==> src/common/tvr_pkg.sv <==
package tvr_pkg;
    // register byte offsets from the module base
    localparam logic [15:0] OFS_STATUS = 16'h1002;
    localparam logic [15:0] OFS_RELOC_HI = 16'h1004;
    localparam logic [15:0] OFS_RELOC_LO = 16'h1006;
    localparam logic [15:0] OFS_RELOC_EN = 16'h1008;
    localparam logic [15:0] OFS_IRQ_LEVEL = 16'h100a;
    localparam logic [15:0] OFS_IRQ_VECTOR = 16'h100c;
    localparam logic [15:0] OFS_SLOT = 16'h100e;
    localparam logic [15:0] OFS_BCAST_BASE = 16'h1010;
    localparam logic [15:0] OFS_BCAST_CTL = 16'h1012;
    localparam logic [15:0] OFS_MOD_RESET = 16'h1014;
    localparam logic [15:0] OFS_SW_CLEAR = 16'h1016;
    localparam logic [15:0] OFS_SW_EVRESET = 16'h1018;
    localparam logic [15:0] OFS_SW_TRIG = 16'h101a;
    localparam logic [15:0] OFS_EVCOUNT = 16'h101c;
    localparam logic [15:0] OFS_EVSTORED = 16'h1020;
    localparam logic [15:0] OFS_AFL = 16'h1022;
    localparam logic [15:0] OFS_BLT_NUM = 16'h1024;
    localparam logic [15:0] OFS_FW_REV = 16'h1026;
    localparam logic [15:0] OFS_TEST_WORD = 16'h1028;
    localparam logic [15:0] OFS_OUT_SEL = 16'h102c;

    // reset values
    localparam logic [2:0] RST_IRQ_LEVEL = 3'h0;
    localparam logic [7:0] RST_IRQ_VECTOR = 8'hdd;
    localparam logic [4:0] RST_SLOT = 5'h1f;
    localparam logic [7:0] RST_BCAST_BASE = 8'haa;
    localparam logic [15:0] RST_AFL = 16'h0040;
    localparam logic [7:0] RST_BLT_NUM = 8'h00;
    // arbitrary neutral revision code
    localparam logic [7:0] FW_REVISION = 8'h10;

    // buffer sizing
    localparam logic [15:0] BUF_CAPACITY = 16'h8000;
    localparam logic [15:0] FULL_MARGIN = 16'h0021;
    localparam logic [15:0] FULL_LEVEL = BUF_CAPACITY - FULL_MARGIN;
    localparam logic [15:0] AFL_MIN = 16'h0001;
    localparam logic [15:0] AFL_MAX = 16'h7fdf;

    // status word bit positions
    localparam int ST_HAS_DATA = 0;
    localparam int ST_ALMOST = 1;
    localparam int ST_FULL = 2;
    localparam int ST_MODE = 3;
    localparam int ST_HDR = 4;
    localparam int ST_TERM = 5;
    localparam int ST_ERR = 6;
    localparam int ST_BERR = 10;
    localparam int ST_PURGED = 11;
    localparam int ST_RESOLUTION = 12;
    localparam int ST_PAIR = 14;
    localparam int ST_TLOST = 15;
    localparam int N_TDC = 4;

    // register access request
    typedef struct packed {
        logic rd;
        logic wr;
        logic [15:0] addr;
        logic [31:0] wdata;
    } tvr_req_t;

    // acquisition state reported by the rest of the module
    typedef struct packed {
        logic window_mode_flag;
        logic header_en;
        logic pair_mode;
        logic term_on;
        logic [1:0] resolution_code;
        logic [N_TDC-1:0] tdc_err;
    } tvr_acq_t;
endpackage

==> src/rtl/tvr_reg_bank.sv <==
`timescale 1ns/100ps
// Summary of operation
// - data ready reflects buffer content per mode
// - almost full flag and interrupt request
// - full at capacity minus 33 words
// - status shows mode, headers, pair mode
// - two-bit resolution code in status
// - one sticky error bit per converter
// - bus fault flag, cleared by status read
// - drained bit, sent mark cleared at chain end
// - lost trigger flag, cleared by read
// - two relocation address byte registers
// - relocation enable selects base address
// - interrupt level, zero disables
// - vector driven during interrupt acknowledge
// - slot address resets to all ones
// - broadcast base address defaults 0xaa
// - any reset-location access resets module
// - clear empties buffer, zeroes counter
// - software trigger acts as external trigger
// - event counter counts in window mode
// - almost-full threshold 1..32735, default 64
// - block transfer event count, eight bits
// - test words pushed, converter data blocked
module tvr_reg_bank (
    // clock and reset
    input wire logic clk,
    input wire logic reset,
    // register access port
    input wire tvr_pkg::tvr_req_t req,
    input wire logic iack,
    output logic ack_q,
    output logic [31:0] rdata_q,
    // acquisition side
    input wire tvr_pkg::tvr_acq_t acq,
    input wire logic [15:0] buf_words,
    input wire logic event_in,
    input wire logic event_out,
    input wire logic ext_trigger,
    input wire logic trigger_dropped,
    input wire logic bus_fault,
    input wire logic chain_sent_all,
    input wire logic chain_end,
    input wire logic test_mode,
    input wire logic [15:0] switch_base,
    // control outputs
    output logic [15:0] base_addr_q,
    output logic [2:0] irq_level_q,
    output logic irq_req_q,
    output logic [4:0] slot_q,
    output logic [7:0] bcast_base_q,
    output logic [1:0] bcast_ctl_q,
    output logic [15:0] afl_q,
    output logic [7:0] blt_num_q,
    output logic [2:0] out_sel_q,
    output logic module_reset_q,
    output logic clear_q,
    output logic event_reset_q,
    output logic trigger_q,
    output logic test_push_q,
    output logic [31:0] test_word_q,
    output logic tdc_block_q
);
    function automatic logic hit(input logic [15:0] a,
                                 input logic [15:0] o);
        hit = (a == o);
    endfunction

    wire logic [15:0] a = req.addr;
    wire logic acc = req.rd | req.wr;
    wire logic w_rhi = req.wr & hit(a, tvr_pkg::OFS_RELOC_HI);
    wire logic w_rlo = req.wr & hit(a, tvr_pkg::OFS_RELOC_LO);
    wire logic w_ren = req.wr & hit(a, tvr_pkg::OFS_RELOC_EN);
    wire logic w_lvl = req.wr & hit(a, tvr_pkg::OFS_IRQ_LEVEL);
    wire logic w_vec = req.wr & hit(a, tvr_pkg::OFS_IRQ_VECTOR);
    wire logic w_slot = req.wr & hit(a, tvr_pkg::OFS_SLOT);
    wire logic w_bb = req.wr & hit(a, tvr_pkg::OFS_BCAST_BASE);
    wire logic w_bc = req.wr & hit(a, tvr_pkg::OFS_BCAST_CTL);
    wire logic w_clr = req.wr & hit(a, tvr_pkg::OFS_SW_CLEAR);
    wire logic w_evr = req.wr & hit(a, tvr_pkg::OFS_SW_EVRESET);
    wire logic w_trg = req.wr & hit(a, tvr_pkg::OFS_SW_TRIG);
    wire logic w_afl = req.wr & hit(a, tvr_pkg::OFS_AFL);
    wire logic w_blt = req.wr & hit(a, tvr_pkg::OFS_BLT_NUM);
    wire logic w_tst = req.wr & hit(a, tvr_pkg::OFS_TEST_WORD);
    wire logic w_out = req.wr & hit(a, tvr_pkg::OFS_OUT_SEL);
    wire logic r_st = req.rd & ~iack & hit(a, tvr_pkg::OFS_STATUS);
    wire logic a_rst = acc & hit(a, tvr_pkg::OFS_MOD_RESET);

    // soft reset: module reset location restores all state but test word, block flag and bus answer
    wire logic srst = reset | module_reset_q;

    // register state
    logic [7:0] rhi_q, rlo_q;
    logic reloc_q;
    logic [7:0] vec_q;
    localparam int N_ERR = tvr_pkg::N_TDC;
    logic [N_ERR-1:0] err_q;
    logic berr_q, tlost_q, sent_q;
    logic [31:0] evcnt_q;
    logic [15:0] evst_q;

    wire logic trig_any = ext_trigger | trigger_q;
    wire logic mode = acq.window_mode_flag;

    wire logic buffer_has_data_flag = mode ? (evst_q != 16'h0000)
                                           : (buf_words != 16'h0000);
    wire logic almost = buf_words >= afl_q;
    wire logic full = buf_words >= tvr_pkg::FULL_LEVEL;
    wire logic purged = (buf_words == 16'h0000) | sent_q;

    logic [15:0] status;
    always_comb begin
        status = 16'h0000;
        status[tvr_pkg::ST_HAS_DATA] = buffer_has_data_flag;
        status[tvr_pkg::ST_ALMOST] = almost;
        status[tvr_pkg::ST_FULL] = full;
        status[tvr_pkg::ST_MODE] = mode;
        status[tvr_pkg::ST_HDR] = acq.header_en;
        status[tvr_pkg::ST_PAIR] = acq.pair_mode;
        status[tvr_pkg::ST_TERM] = acq.term_on;
        status[tvr_pkg::ST_RESOLUTION +: 2] = acq.resolution_code;
        status[tvr_pkg::ST_ERR +: N_ERR] = err_q;
        status[tvr_pkg::ST_BERR] = berr_q;
        status[tvr_pkg::ST_PURGED] = purged;
        status[tvr_pkg::ST_TLOST] = tlost_q;
    end

    // read multiplexer
    logic [31:0] rmux;
    always_comb begin
        rmux = 32'h0000_0000;
        case (a)
            tvr_pkg::OFS_STATUS: rmux[15:0] = status;
            tvr_pkg::OFS_RELOC_HI: rmux[7:0] = rhi_q;
            tvr_pkg::OFS_RELOC_LO: rmux[7:0] = rlo_q;
            tvr_pkg::OFS_IRQ_LEVEL: rmux[2:0] = irq_level_q;
            tvr_pkg::OFS_IRQ_VECTOR: rmux[7:0] = vec_q;
            tvr_pkg::OFS_SLOT: rmux[4:0] = slot_q;
            tvr_pkg::OFS_BCAST_BASE: rmux[7:0] = bcast_base_q;
            tvr_pkg::OFS_BCAST_CTL: rmux[1:0] = bcast_ctl_q;
            tvr_pkg::OFS_EVCOUNT: rmux = evcnt_q;
            tvr_pkg::OFS_EVSTORED: rmux[15:0] = evst_q;
            tvr_pkg::OFS_AFL: rmux[15:0] = afl_q;
            tvr_pkg::OFS_BLT_NUM: rmux[7:0] = blt_num_q;
            tvr_pkg::OFS_FW_REV: rmux[7:0] = tvr_pkg::FW_REVISION;
            tvr_pkg::OFS_TEST_WORD: rmux = test_word_q;
            tvr_pkg::OFS_OUT_SEL: rmux[2:0] = out_sel_q;
            default: rmux = 32'h0000_0000;
        endcase
    end

    wire logic [15:0] wv = req.wdata[15:0];
    wire logic [15:0] afl_d = (wv < tvr_pkg::AFL_MIN) ? tvr_pkg::AFL_MIN
                            : (wv > tvr_pkg::AFL_MAX) ? tvr_pkg::AFL_MAX
                            : wv;

    wire logic [15:0] base_d = reloc_q ? {rhi_q, rlo_q} : switch_base;

    // bus answer; vector on acknowledge
    always_ff @(posedge clk) begin
        if (reset) begin
            ack_q <= 1'b0;
            rdata_q <= 32'h0000_0000;
        end else begin
            ack_q <= acc | iack;
            if (iack)
                rdata_q <= {24'h000000, vec_q};
            else if (req.rd)
                rdata_q <= rmux;
        end
    end

    // one-shot pulses
    always_ff @(posedge clk) begin
        if (reset) begin
            module_reset_q <= 1'b0;
        end else begin
            module_reset_q <= a_rst & ~module_reset_q;
        end
    end

    always_ff @(posedge clk) begin
        if (srst)
            clear_q <= 1'b0;
        else
            clear_q <= w_clr;
    end

    always_ff @(posedge clk) begin
        if (srst)
            event_reset_q <= 1'b0;
        else
            event_reset_q <= w_evr;
    end

    always_ff @(posedge clk) begin
        if (srst)
            trigger_q <= 1'b0;
        else
            trigger_q <= w_trg;
    end

    always_ff @(posedge clk) begin
        if (srst)
            test_push_q <= 1'b0;
        else
            test_push_q <= w_tst & test_mode;
    end

    // block converter data in test mode
    always_ff @(posedge clk) begin
        if (reset) begin
            tdc_block_q <= 1'b0;
            test_word_q <= 32'h0000_0000;
        end else begin
            tdc_block_q <= test_mode;
            if (w_tst)
                test_word_q <= req.wdata;
        end
    end

    always_ff @(posedge clk) begin
        if (srst)
            rhi_q <= 8'h00;
        else if (w_rhi)
            rhi_q <= req.wdata[7:0];
    end

    always_ff @(posedge clk) begin
        if (srst)
            rlo_q <= 8'h00;
        else if (w_rlo)
            rlo_q <= req.wdata[7:0];
    end

    always_ff @(posedge clk) begin
        if (srst)
            reloc_q <= 1'b0;
        else if (w_ren)
            reloc_q <= req.wdata[0];
    end

    always_ff @(posedge clk) begin
        if (srst)
            base_addr_q <= 16'h0000;
        else
            base_addr_q <= base_d;
    end

    always_ff @(posedge clk) begin
        if (srst)
            irq_level_q <= tvr_pkg::RST_IRQ_LEVEL;
        else if (w_lvl)
            irq_level_q <= req.wdata[2:0];
    end

    always_ff @(posedge clk) begin
        if (srst)
            vec_q <= tvr_pkg::RST_IRQ_VECTOR;
        else if (w_vec)
            vec_q <= req.wdata[7:0];
    end

    always_ff @(posedge clk) begin
        if (srst)
            slot_q <= tvr_pkg::RST_SLOT;
        else if (w_slot)
            slot_q <= req.wdata[4:0];
    end

    always_ff @(posedge clk) begin
        if (srst)
            bcast_base_q <= tvr_pkg::RST_BCAST_BASE;
        else if (w_bb)
            bcast_base_q <= req.wdata[7:0];
    end

    always_ff @(posedge clk) begin
        if (srst)
            bcast_ctl_q <= 2'h0;
        else if (w_bc)
            bcast_ctl_q <= req.wdata[1:0];
    end

    always_ff @(posedge clk) begin
        if (srst)
            afl_q <= tvr_pkg::RST_AFL;
        else if (w_afl)
            afl_q <= afl_d;
    end

    always_ff @(posedge clk) begin
        if (srst)
            blt_num_q <= tvr_pkg::RST_BLT_NUM;
        else if (w_blt)
            blt_num_q <= req.wdata[7:0];
    end

    always_ff @(posedge clk) begin
        if (srst)
            out_sel_q <= 3'h0;
        else if (w_out)
            out_sel_q <= req.wdata[2:0];
    end

    always_ff @(posedge clk) begin
        if (srst)
            irq_req_q <= 1'b0;
        else
            irq_req_q <= almost & (irq_level_q != 3'h0);
    end

    genvar g;
    generate
        for (g = 0; g < N_ERR; g = g + 1) begin : g_err
            always_ff @(posedge clk) begin
                if (srst)
                    err_q[g] <= 1'b0;
                else if (acq.tdc_err[g])
                    err_q[g] <= 1'b1;
                else if (clear_q)
                    err_q[g] <= 1'b0;
            end
        end
    endgenerate

    // flags cleared by status read; a new event wins
    always_ff @(posedge clk) begin
        if (srst) begin
            berr_q <= 1'b0;
            tlost_q <= 1'b0;
        end else begin
            berr_q <= bus_fault | (berr_q & ~r_st);
            tlost_q <= trigger_dropped | (tlost_q & ~r_st);
        end
    end

    always_ff @(posedge clk) begin
        if (srst)
            sent_q <= 1'b0;
        else if (chain_sent_all)
            sent_q <= 1'b1;
        else if (chain_end)
            sent_q <= 1'b0;
    end

    always_ff @(posedge clk) begin
        if (srst | clear_q)
            evcnt_q <= 32'h0000_0000;
        else if (trig_any & mode)
            evcnt_q <= evcnt_q + 32'h0000_0001;
    end

    always_ff @(posedge clk) begin
        if (srst | clear_q)
            evst_q <= 16'h0000;
        else if (event_in & ~event_out)
            evst_q <= evst_q + 16'h0001;
        else if (event_out & ~event_in & (evst_q != 16'h0000))
            evst_q <= evst_q - 16'h0001;
    end
endmodule

==> config.mk <==
export PLATFORM = sky130hd
export DESIGN_NAME = tvr_reg_bank
export DESIGN_NICKNAME = d
export VERILOG_FILES = /design/src/common/tvr_pkg.sv /design/src/rtl/tvr_reg_bank.sv
export SDC_FILE = /design/constraint.sdc
export NUM_CORES = 1
export LEC_CHECK = 0
export ABC_AREA = 1
export BUFFER_PORTS_ARGS = -buffer_cell sky130_fd_sc_hd__buf_2
export CORE_UTILIZATION = 30
export DETAILED_ROUTE_END_ITERATION = 7
export SYNTH_ARGS = -nofsm -noshare
export SYNTH_HDL_FRONTEND = slang
export SYNTH_SLANG_ARGS = --single-unit
==> constraint.sdc <==
create_clock -name clk -period 4.31 [get_ports clk]
set_input_delay 0.431 -clock clk [delete_from_list [all_inputs] [get_ports clk]]
set_output_delay 0.431 -clock clk [all_outputs]
set_load 0.1 [all_outputs]
---- Yosys cells after proc, flatten, opt, wreduce, memory -nomap -nowiden ----
Cells that the tools add are included.
word-level totals
  flip-flop bits (word level) ............. 213
  memory bits (writable) .................. 0
  logic and storage cells ................. 132
  bits of input ports ..................... 103
  ROM bits ................................ 0
  bits in latches ......................... 0
  memories ................................ 0
operators by class
  mux-type cells .......................... 21
  $add $sub $neg .......................... 3
  shifts and indexed selects .............. 0
  $mul .................................... 0
  bitwise logic cells ..................... 40
  $lt $le $gt $ge ......................... 4
  divide/modulo/power cells ............... 0
  reduce and logical (&&, ||, !) cells .... 12
  equal/unequal tests ..................... 20
operators by type and width
  operator                 count
  $eq A16 B13 Y1 const B   20
  $mux W16                 5
  $pmux W8 S5              1
  $add A32 B1 Y32 const B  1
  $pmux W16 S2             1
  $reduce_bool A16 Y1      2
  $pmux W3 S10             1
  $pmux W2 S14             1
  $and A1 B1 Y1            27
  $pmux W2 S12             1
  $add A16 B1 Y16 const B  1
  $ge A16 B15 Y1 const B   1
  $ge A16 B16 Y1           1
  $gt A16 B15 Y1 const B   1
  $logic_not A16 Y1        1
  $lt A16 B1 Y1 const B    1
  $mux W8                  2
  $sub A16 B1 Y16 const B  1
  $reduce_bool A2 Y1       7
  $pmux W1 S13             1
  $mux W1                  8
  $or A1 B1 Y1             8
  $not A1 Y1               5
  $reduce_bool A3 Y1       1
  $reduce_or A2 Y1         1

---- Logic depth before layout (Yosys ltp) ----
  depth in word-level cells ............... 6
  mapped depth ............................ 15
  mapped depth without buffers ............ 15

---- Worst setup path before layout ----
No wires, ideal clock.
  kind .................................... input to register
  start point ............................. input port event_in
  end point ............................... register evst_q[9]
  setup time .............................. 0.128 ns
  stages .................................. 10
  path buffers ............................ 0
  arrival ................................. 2.219 ns
  slack ................................... 1.962 ns
  cells stage by stage .................... inv_1 > or2_2 > ha_1 > a21oi_1 > nand2_1 > a21boi_0 > o21ai_0 > a21oi_1 > xor2_1 > a21oi_1
on the way
  cells in the longest elaborated chain, start to end .. 4
  elaborated cells between the ends (all ways) .. 6
  those cells by class .................... 1 x mux; 4 x bitwise; 1 x reduce/logical
ends and longest elaborated chain
  element                       line                 source
  start, declared               tvr_reg_bank.sv:37   input wire logic event_in,
  $not A1 Y1                    tvr_reg_bank.sv:359  else if (event_out & ~event_in & (evst_q != 16'h0000))
  $and A1 B1 Y1 (2 in a row)    tvr_reg_bank.sv:359
  $reduce_bool A2 Y1 (no line)  n/a
  end signal, assigned          tvr_reg_bank.sv:358  evst_q <= evst_q + 16'h0001;
  end signal, assigned          tvr_reg_bank.sv:360  evst_q <= evst_q - 16'h0001;
  end, declared                 tvr_reg_bank.sv:100  logic [15:0] evst_q;
Several ways; a longest one is shown, not always the timed one.
A chain may end at the register's enable or synchronous reset.

---- Final worst setup path ----
  start point ............................. input port req[46] (netlist name)
  end point ............................... register blt_num_q[3]
on the way
  cells in the longest elaborated chain, start to end .. 2
ends and longest elaborated chain
  element               line                 source
  start, declared       tvr_reg_bank.sv:30   input wire tvr_pkg::tvr_req_t req,
  $eq A16 B13 Y1        tvr_reg_bank.sv:66   hit = (a == o);
  $and A1 B1 Y1         tvr_reg_bank.sv:83   wire logic w_blt = req.wr & hit(a, tvr_pkg::OFS_BLT_NUM);
  end signal, assigned  tvr_reg_bank.sv:294  blt_num_q <= tvr_pkg::RST_BLT_NUM;
  end signal, assigned  tvr_reg_bank.sv:296  blt_num_q <= req.wdata[7:0];
  end, declared         tvr_reg_bank.sv:54   output logic [7:0] blt_num_q,
No other way between the ends.

==> metrics.txt <==
# TYPE chip_impl_metric gauge
chip_impl_info{name="outcome",value="finished clean"} 1
chip_impl_metric{name="numCtsBuffers",unit=""} 25
chip_impl_info{name="critPathSlowestCell",value="sky130_fd_sc_hd__nor2_1"} 1
chip_impl_metric{name="critical_path_peak_fanout",unit=""} 33
chip_impl_metric{name="drive_above_1_share",unit="%"} 20.0
chip_impl_metric{name="row_count",unit=""} 69
chip_impl_metric{name="synth.mux.area_fraction",unit="%"} 0
chip_impl_metric{name="placed_cells",unit=""} 2166
chip_impl_metric{name="max_buffers_root_to_sink",unit=""} 3
chip_impl_metric{name="worst_slack",unit="ns"} 1.73
chip_impl_metric{name="gp_congestion",unit=""} 0.922
chip_impl_metric{name="cts_resized",unit=""} 0
chip_impl_metric{name="power.share.combinational",unit="%"} 14.2
chip_impl_info{name="cp-end-kind",value="flop"} 1
chip_impl_metric{name="initial_utilization",unit="%"} 30.7
chip_impl_metric{name="share_of_the_synthesized_area_in_compound_gates_ao_oa_aoi_oai",unit="%"} 21.9
chip_impl_metric{name="place_hpwl",unit="microns"} 31200
chip_impl_metric{name="synthXorXnorAreaFrac",unit="%"} 1.67
chip_impl_metric{name="synth-seq-cells",unit=""} 213
chip_impl_metric{name="finalHoldViolCount",unit=""} 0
chip_impl_metric{name="netSwitchingPower",unit="mW"} 1.41
chip_impl_metric{name="clock-sinks",unit=""} 213
chip_impl_metric{name="drt_iter0_drc",unit=""} 900
chip_impl_metric{name="use_met1",unit="%"} 28.1
chip_impl_metric{name="firstDrtPassIters",unit=""} 5
chip_impl_metric{name="final.setup_skew",unit="ns"} 0.0149
chip_impl_metric{name="cts_setup_buffers",unit=""} 0
chip_impl_metric{name="ctsHtreeMaxLevel",unit=""} 1
chip_impl_metric{name="total_global_routing_overflow",unit=""} 0
chip_impl_metric{name="number_of_vias_per_cell",unit=""} 5.08
chip_impl_metric{name="worst_ep_required_time",unit="ns"} 4.71
chip_impl_metric{name="number_of_antenna_violations_at_the_first_check_in_global_routing",unit=""} 0
chip_impl_info{name="tritoncts_clock_tree",value="built"} 1
chip_impl_metric{name="finalNonFillerCells",unit=""} 2210
chip_impl_metric{name="floorplan.die.width",unit="microns"} 194
chip_impl_metric{name="yosys.area_share.simple",unit="%"} 23.7
chip_impl_metric{name="synth.lib_cells_used.distinct",unit=""} 58
chip_impl_metric{name="power-per-cell-area",unit="nW/um^2"} 373
chip_impl_metric{name="path_clk_slew",unit="ns"} 0.06
chip_impl_metric{name="worst_slew_pin_slew",unit="ns"} 1.09
chip_impl_metric{name="synth_seq_area_share",unit="%"} 38.7
chip_impl_metric{name="post-route-util",unit="%"} 37.4
chip_impl_metric{name="final-setup-viol-count",unit=""} 0
chip_impl_metric{name="synthToLayoutAreaGrowth",unit="%"} 21.7
chip_impl_metric{name="grt_pass1_vias",unit=""} 10600
chip_impl_info{name="hold_path_class",value="in -> reg"} 1
chip_impl_metric{name="grt_max_degree",unit=""} 56
chip_impl_metric{name="drt_wl_total",unit="microns"} 40500
chip_impl_metric{name="track_usage",unit="%"} 20.9
chip_impl_metric{name="syn-mean-instance-area",unit="sq um"} 7.25
chip_impl_metric{name="worst-path-buf-inv",unit=""} 2
chip_impl_metric{name="clock.fmax",unit="GHz"} 0.387
chip_impl_metric{name="holdWs",unit="ns"} 0.127
chip_impl_metric{name="syn-instance-count",unit=""} 1520
chip_impl_metric{name="cts-hold-fix-buffers",unit=""} 0
chip_impl_metric{name="placedInstanceArea",unit="sq um"} 12500
chip_impl_info{name="cpLargestDelayFamily",value="simple AND/OR/NAND/NOR gates"} 1
chip_impl_info{name="top_cell_by_count_worst_path",value="sky130_fd_sc_hd__nor2_1"} 1
chip_impl_metric{name="antenna_fix_cells",unit=""} 0
chip_impl_metric{name="detail_route.wl_per_cell",unit="microns"} 18.3
chip_impl_metric{name="fin_crit_sh",unit="%"} 60.0
chip_impl_metric{name="switching_share",unit="%"} 28.2
chip_impl_metric{name="clock_power_share",unit="%"} 44.6
chip_impl_info{name="final_common_cell",value="sky130_fd_sc_hd__nand2_1"} 1
chip_impl_info{name="clock-root-buffer",value="sky130_fd_sc_hd__clkbuf_16"} 1
chip_impl_metric{name="port-buffer-count",unit=""} 235
chip_impl_metric{name="io_pins",unit=""} 236
chip_impl_info{name="timing_worst_setup_path_type",value="in -> reg"} 1
chip_impl_metric{name="grt_pass1_wl",unit="microns"} 61500
chip_impl_info{name="busiest_layer",value="met2"} 1
chip_impl_metric{name="nNetsFinal",unit=""} 1867
chip_impl_metric{name="critical-path-max-stage-delay",unit="ns"} 0.77
chip_impl_metric{name="drt.antenna.violating_nets",unit=""} 0
chip_impl_metric{name="p_int",unit="mW"} 3.59
chip_impl_metric{name="yosys.area_share.adder",unit="%"} 3.70
chip_impl_metric{name="groute.layer.met3.usage",unit="%"} 3.37
chip_impl_metric{name="remaining_drc_errors",unit=""} 0
chip_impl_metric{name="netlist_area",unit="sq um"} 11000
chip_impl_info{name="cell_by_cell_listing_of_the_critical_path",value="buf_2, nor2_1, nand2_2, nor2_8, nand3_2, nor2_1, inv_1, o21ai_0, a21oi_1"} 1
chip_impl_metric{name="post-route-min-period",unit="ns"} 2.58
chip_impl_metric{name="report.power.total",unit="mW"} 5.00
chip_impl_metric{name="coreArea",unit="sq um"} 35800
chip_impl_metric{name="power.static_leakage",unit="nW"} 6.05
chip_impl_metric{name="drv.max_cap_violation_count",unit=""} 0
chip_impl_metric{name="pre_cts_ws",unit="ns"} 1.27
chip_impl_metric{name="slew-limit-headroom",unit="%"} 27.5
chip_impl_info{name="synth_top_family_by_area",value="simple AND/OR/NAND/NOR gates"} 1
chip_impl_metric{name="post_route_setup_tns",unit="ns"} 0
chip_impl_metric{name="num_vias",unit=""} 11200
chip_impl_metric{name="vdd_ir_drop_max",unit="uV"} 257
chip_impl_info{name="worstSetupStartpointType",value="input port"} 1
chip_impl_metric{name="layout.cell_area.non_filler",unit="sq um"} 13400
chip_impl_metric{name="die_height",unit="microns"} 194
chip_impl_metric{name="final_max_slew_viol_count",unit=""} 0
chip_impl_metric{name="worst-endpoint-arrival",unit="ns"} 2.98
chip_impl_metric{name="gr-usage-met2",unit="%"} 34.1
chip_impl_metric{name="synth_nets",unit=""} 1655
chip_impl_info{name="mostFrequentLayoutCells",value="sky130_fd_sc_hd__nand2_1, sky130_fd_sc_hd__buf_2, sky130_fd_sc_hd__dfxtp_1, sky130_fd_sc_hd__inv_1, sky130_fd_sc_hd__a21oi_1"} 1
chip_impl_info{name="rsz0062_at_grt",value="no"} 1
chip_impl_metric{name="power_frac_seq",unit="%"} 41.2
chip_impl_metric{name="worst_skew_pair.late_latency",unit="ns"} 0.53
chip_impl_metric{name="yosysWarnings",unit=""} 0
chip_impl_metric{name="floorplan.die_area",unit="sq um"} 37500
-- Yosys cell counts (all sizes together) --
cell type / number / area [sq um]
nor3: 38 / 213
o31ai: 1 / 7.51
nand3: 60 / 373
o221ai: 12 / 105
a31oi: 3 / 33.8
a41oi: 1 / 8.76
o211ai: 45 / 343
xor2: 15 / 131
and2: 1 / 6.26
clkbuf: 38 / 143
o21a: 28 / 210
nand2: 257 / 1000
nand2b: 1 / 6.26
o311ai: 1 / 8.76
nor3b: 1 / 7.51
ha: 31 / 388
o22ai: 10 / 62.6
a21oi: 164 / 828
nor2: 147 / 677
o21ai: 135 / 679
clkinv: 5 / 20.0
fa: 1 / 20.0
a21boi: 2 / 15.0
or2: 3 / 18.8
xnor2: 6 / 52.6
nor4: 9 / 56.3
a21o: 3 / 22.5
buf: 19 / 135
dfxtp: 213 / 4260
nand3b: 1 / 7.51
nand4: 36 / 246
a22oi: 8 / 60.1
inv: 221 / 830
o21bai: 3 / 22.5
a22o: 1 / 8.76
-- worst register-to-register path, stage by stage, from the launching register on --
cell and delay, ns:
sky130_fd_sc_hd__dfxtp_1 0.47, sky130_fd_sc_hd__inv_1 0.09, sky130_fd_sc_hd__nand4_1 0.09, sky130_fd_sc_hd__nor2_1 0.07, sky130_fd_sc_hd__nand2_1 0.10, sky130_fd_sc_hd__nand3_1 0.12
sky130_fd_sc_hd__nand2_1 0.54, sky130_fd_sc_hd__inv_1 0.32, sky130_fd_sc_hd__a21oi_1 0.19, sky130_fd_sc_hd__o21ai_0 0.10, sky130_fd_sc_hd__nand2_1 0.06, sky130_fd_sc_hd__inv_1 0.03
-- cell families after synthesis --
logic type | count (synthesis)
AND/OR/NAND/NOR | 554
XOR/XNOR | 21
flip-flops | 213
AO/OA/AOI/OAI | 417
adder cells (fa/ha/maj) | 32
buffers and inverters | 283
-- registers in the layout, summed over array words and instances, names as in the netlist, 16 cells and up --
signal	flops
evst_q	16
test_word_q	32
base_addr_q	16
afl_q	16
evcnt_q	32
rdata_q	32
-- routing by layer --
layer,up-vias,share of wire (%)
li1,5505,-
met1,5197,44
met2,447,45
met3,79,7.1
met4,0,3.4
met5,-,0
-- path summary, 6_finish.rpt --
| check | to | start | slack, ns | depth (start not counted) |
|---|---|---|---|---|
| hold / removal | err_q[1] | acq[1] | 0.13 | 3 |
| setup / recovery | blt_num_q[3] | req[46] | 1.73 | 9 |
| hold reg to reg | test_word_q[14] | test_word_q[14] | 0.47 | 2 |
| setup reg to reg | evst_q[13] | evst_q[0] | 2.02 | 11 |
-- layout make-up --
| type | instances | area [sq um] |
|---|---|---|
| Tap cell | 461 | 577 |
| Sequential cell | 213 | 4260 |
| Inverter | 226 | 850 |
| Clock buffer | 36 | 737 |
| Clock inverter | 8 | 121 |
| Timing Repair Buffer | 242 | 1230 |
| Fill cell | 3776 | 22400 |
| Multi-Input combinational cell | 1024 | 5630 |
-- power by group through the flow --
stage	logic (mW)	clock network, mW	registers, mW
after floorplan	0.374	0	2.23
after global placement	0.698	0	2.10
after detailed placement	0.703	0	2.10
after CTS	0.708	2.26	2.06
after global routing	0.788	2.32	2.07
final	0.712	2.23	2.06
No activity file was read; power rests on OpenSTA's default activity.
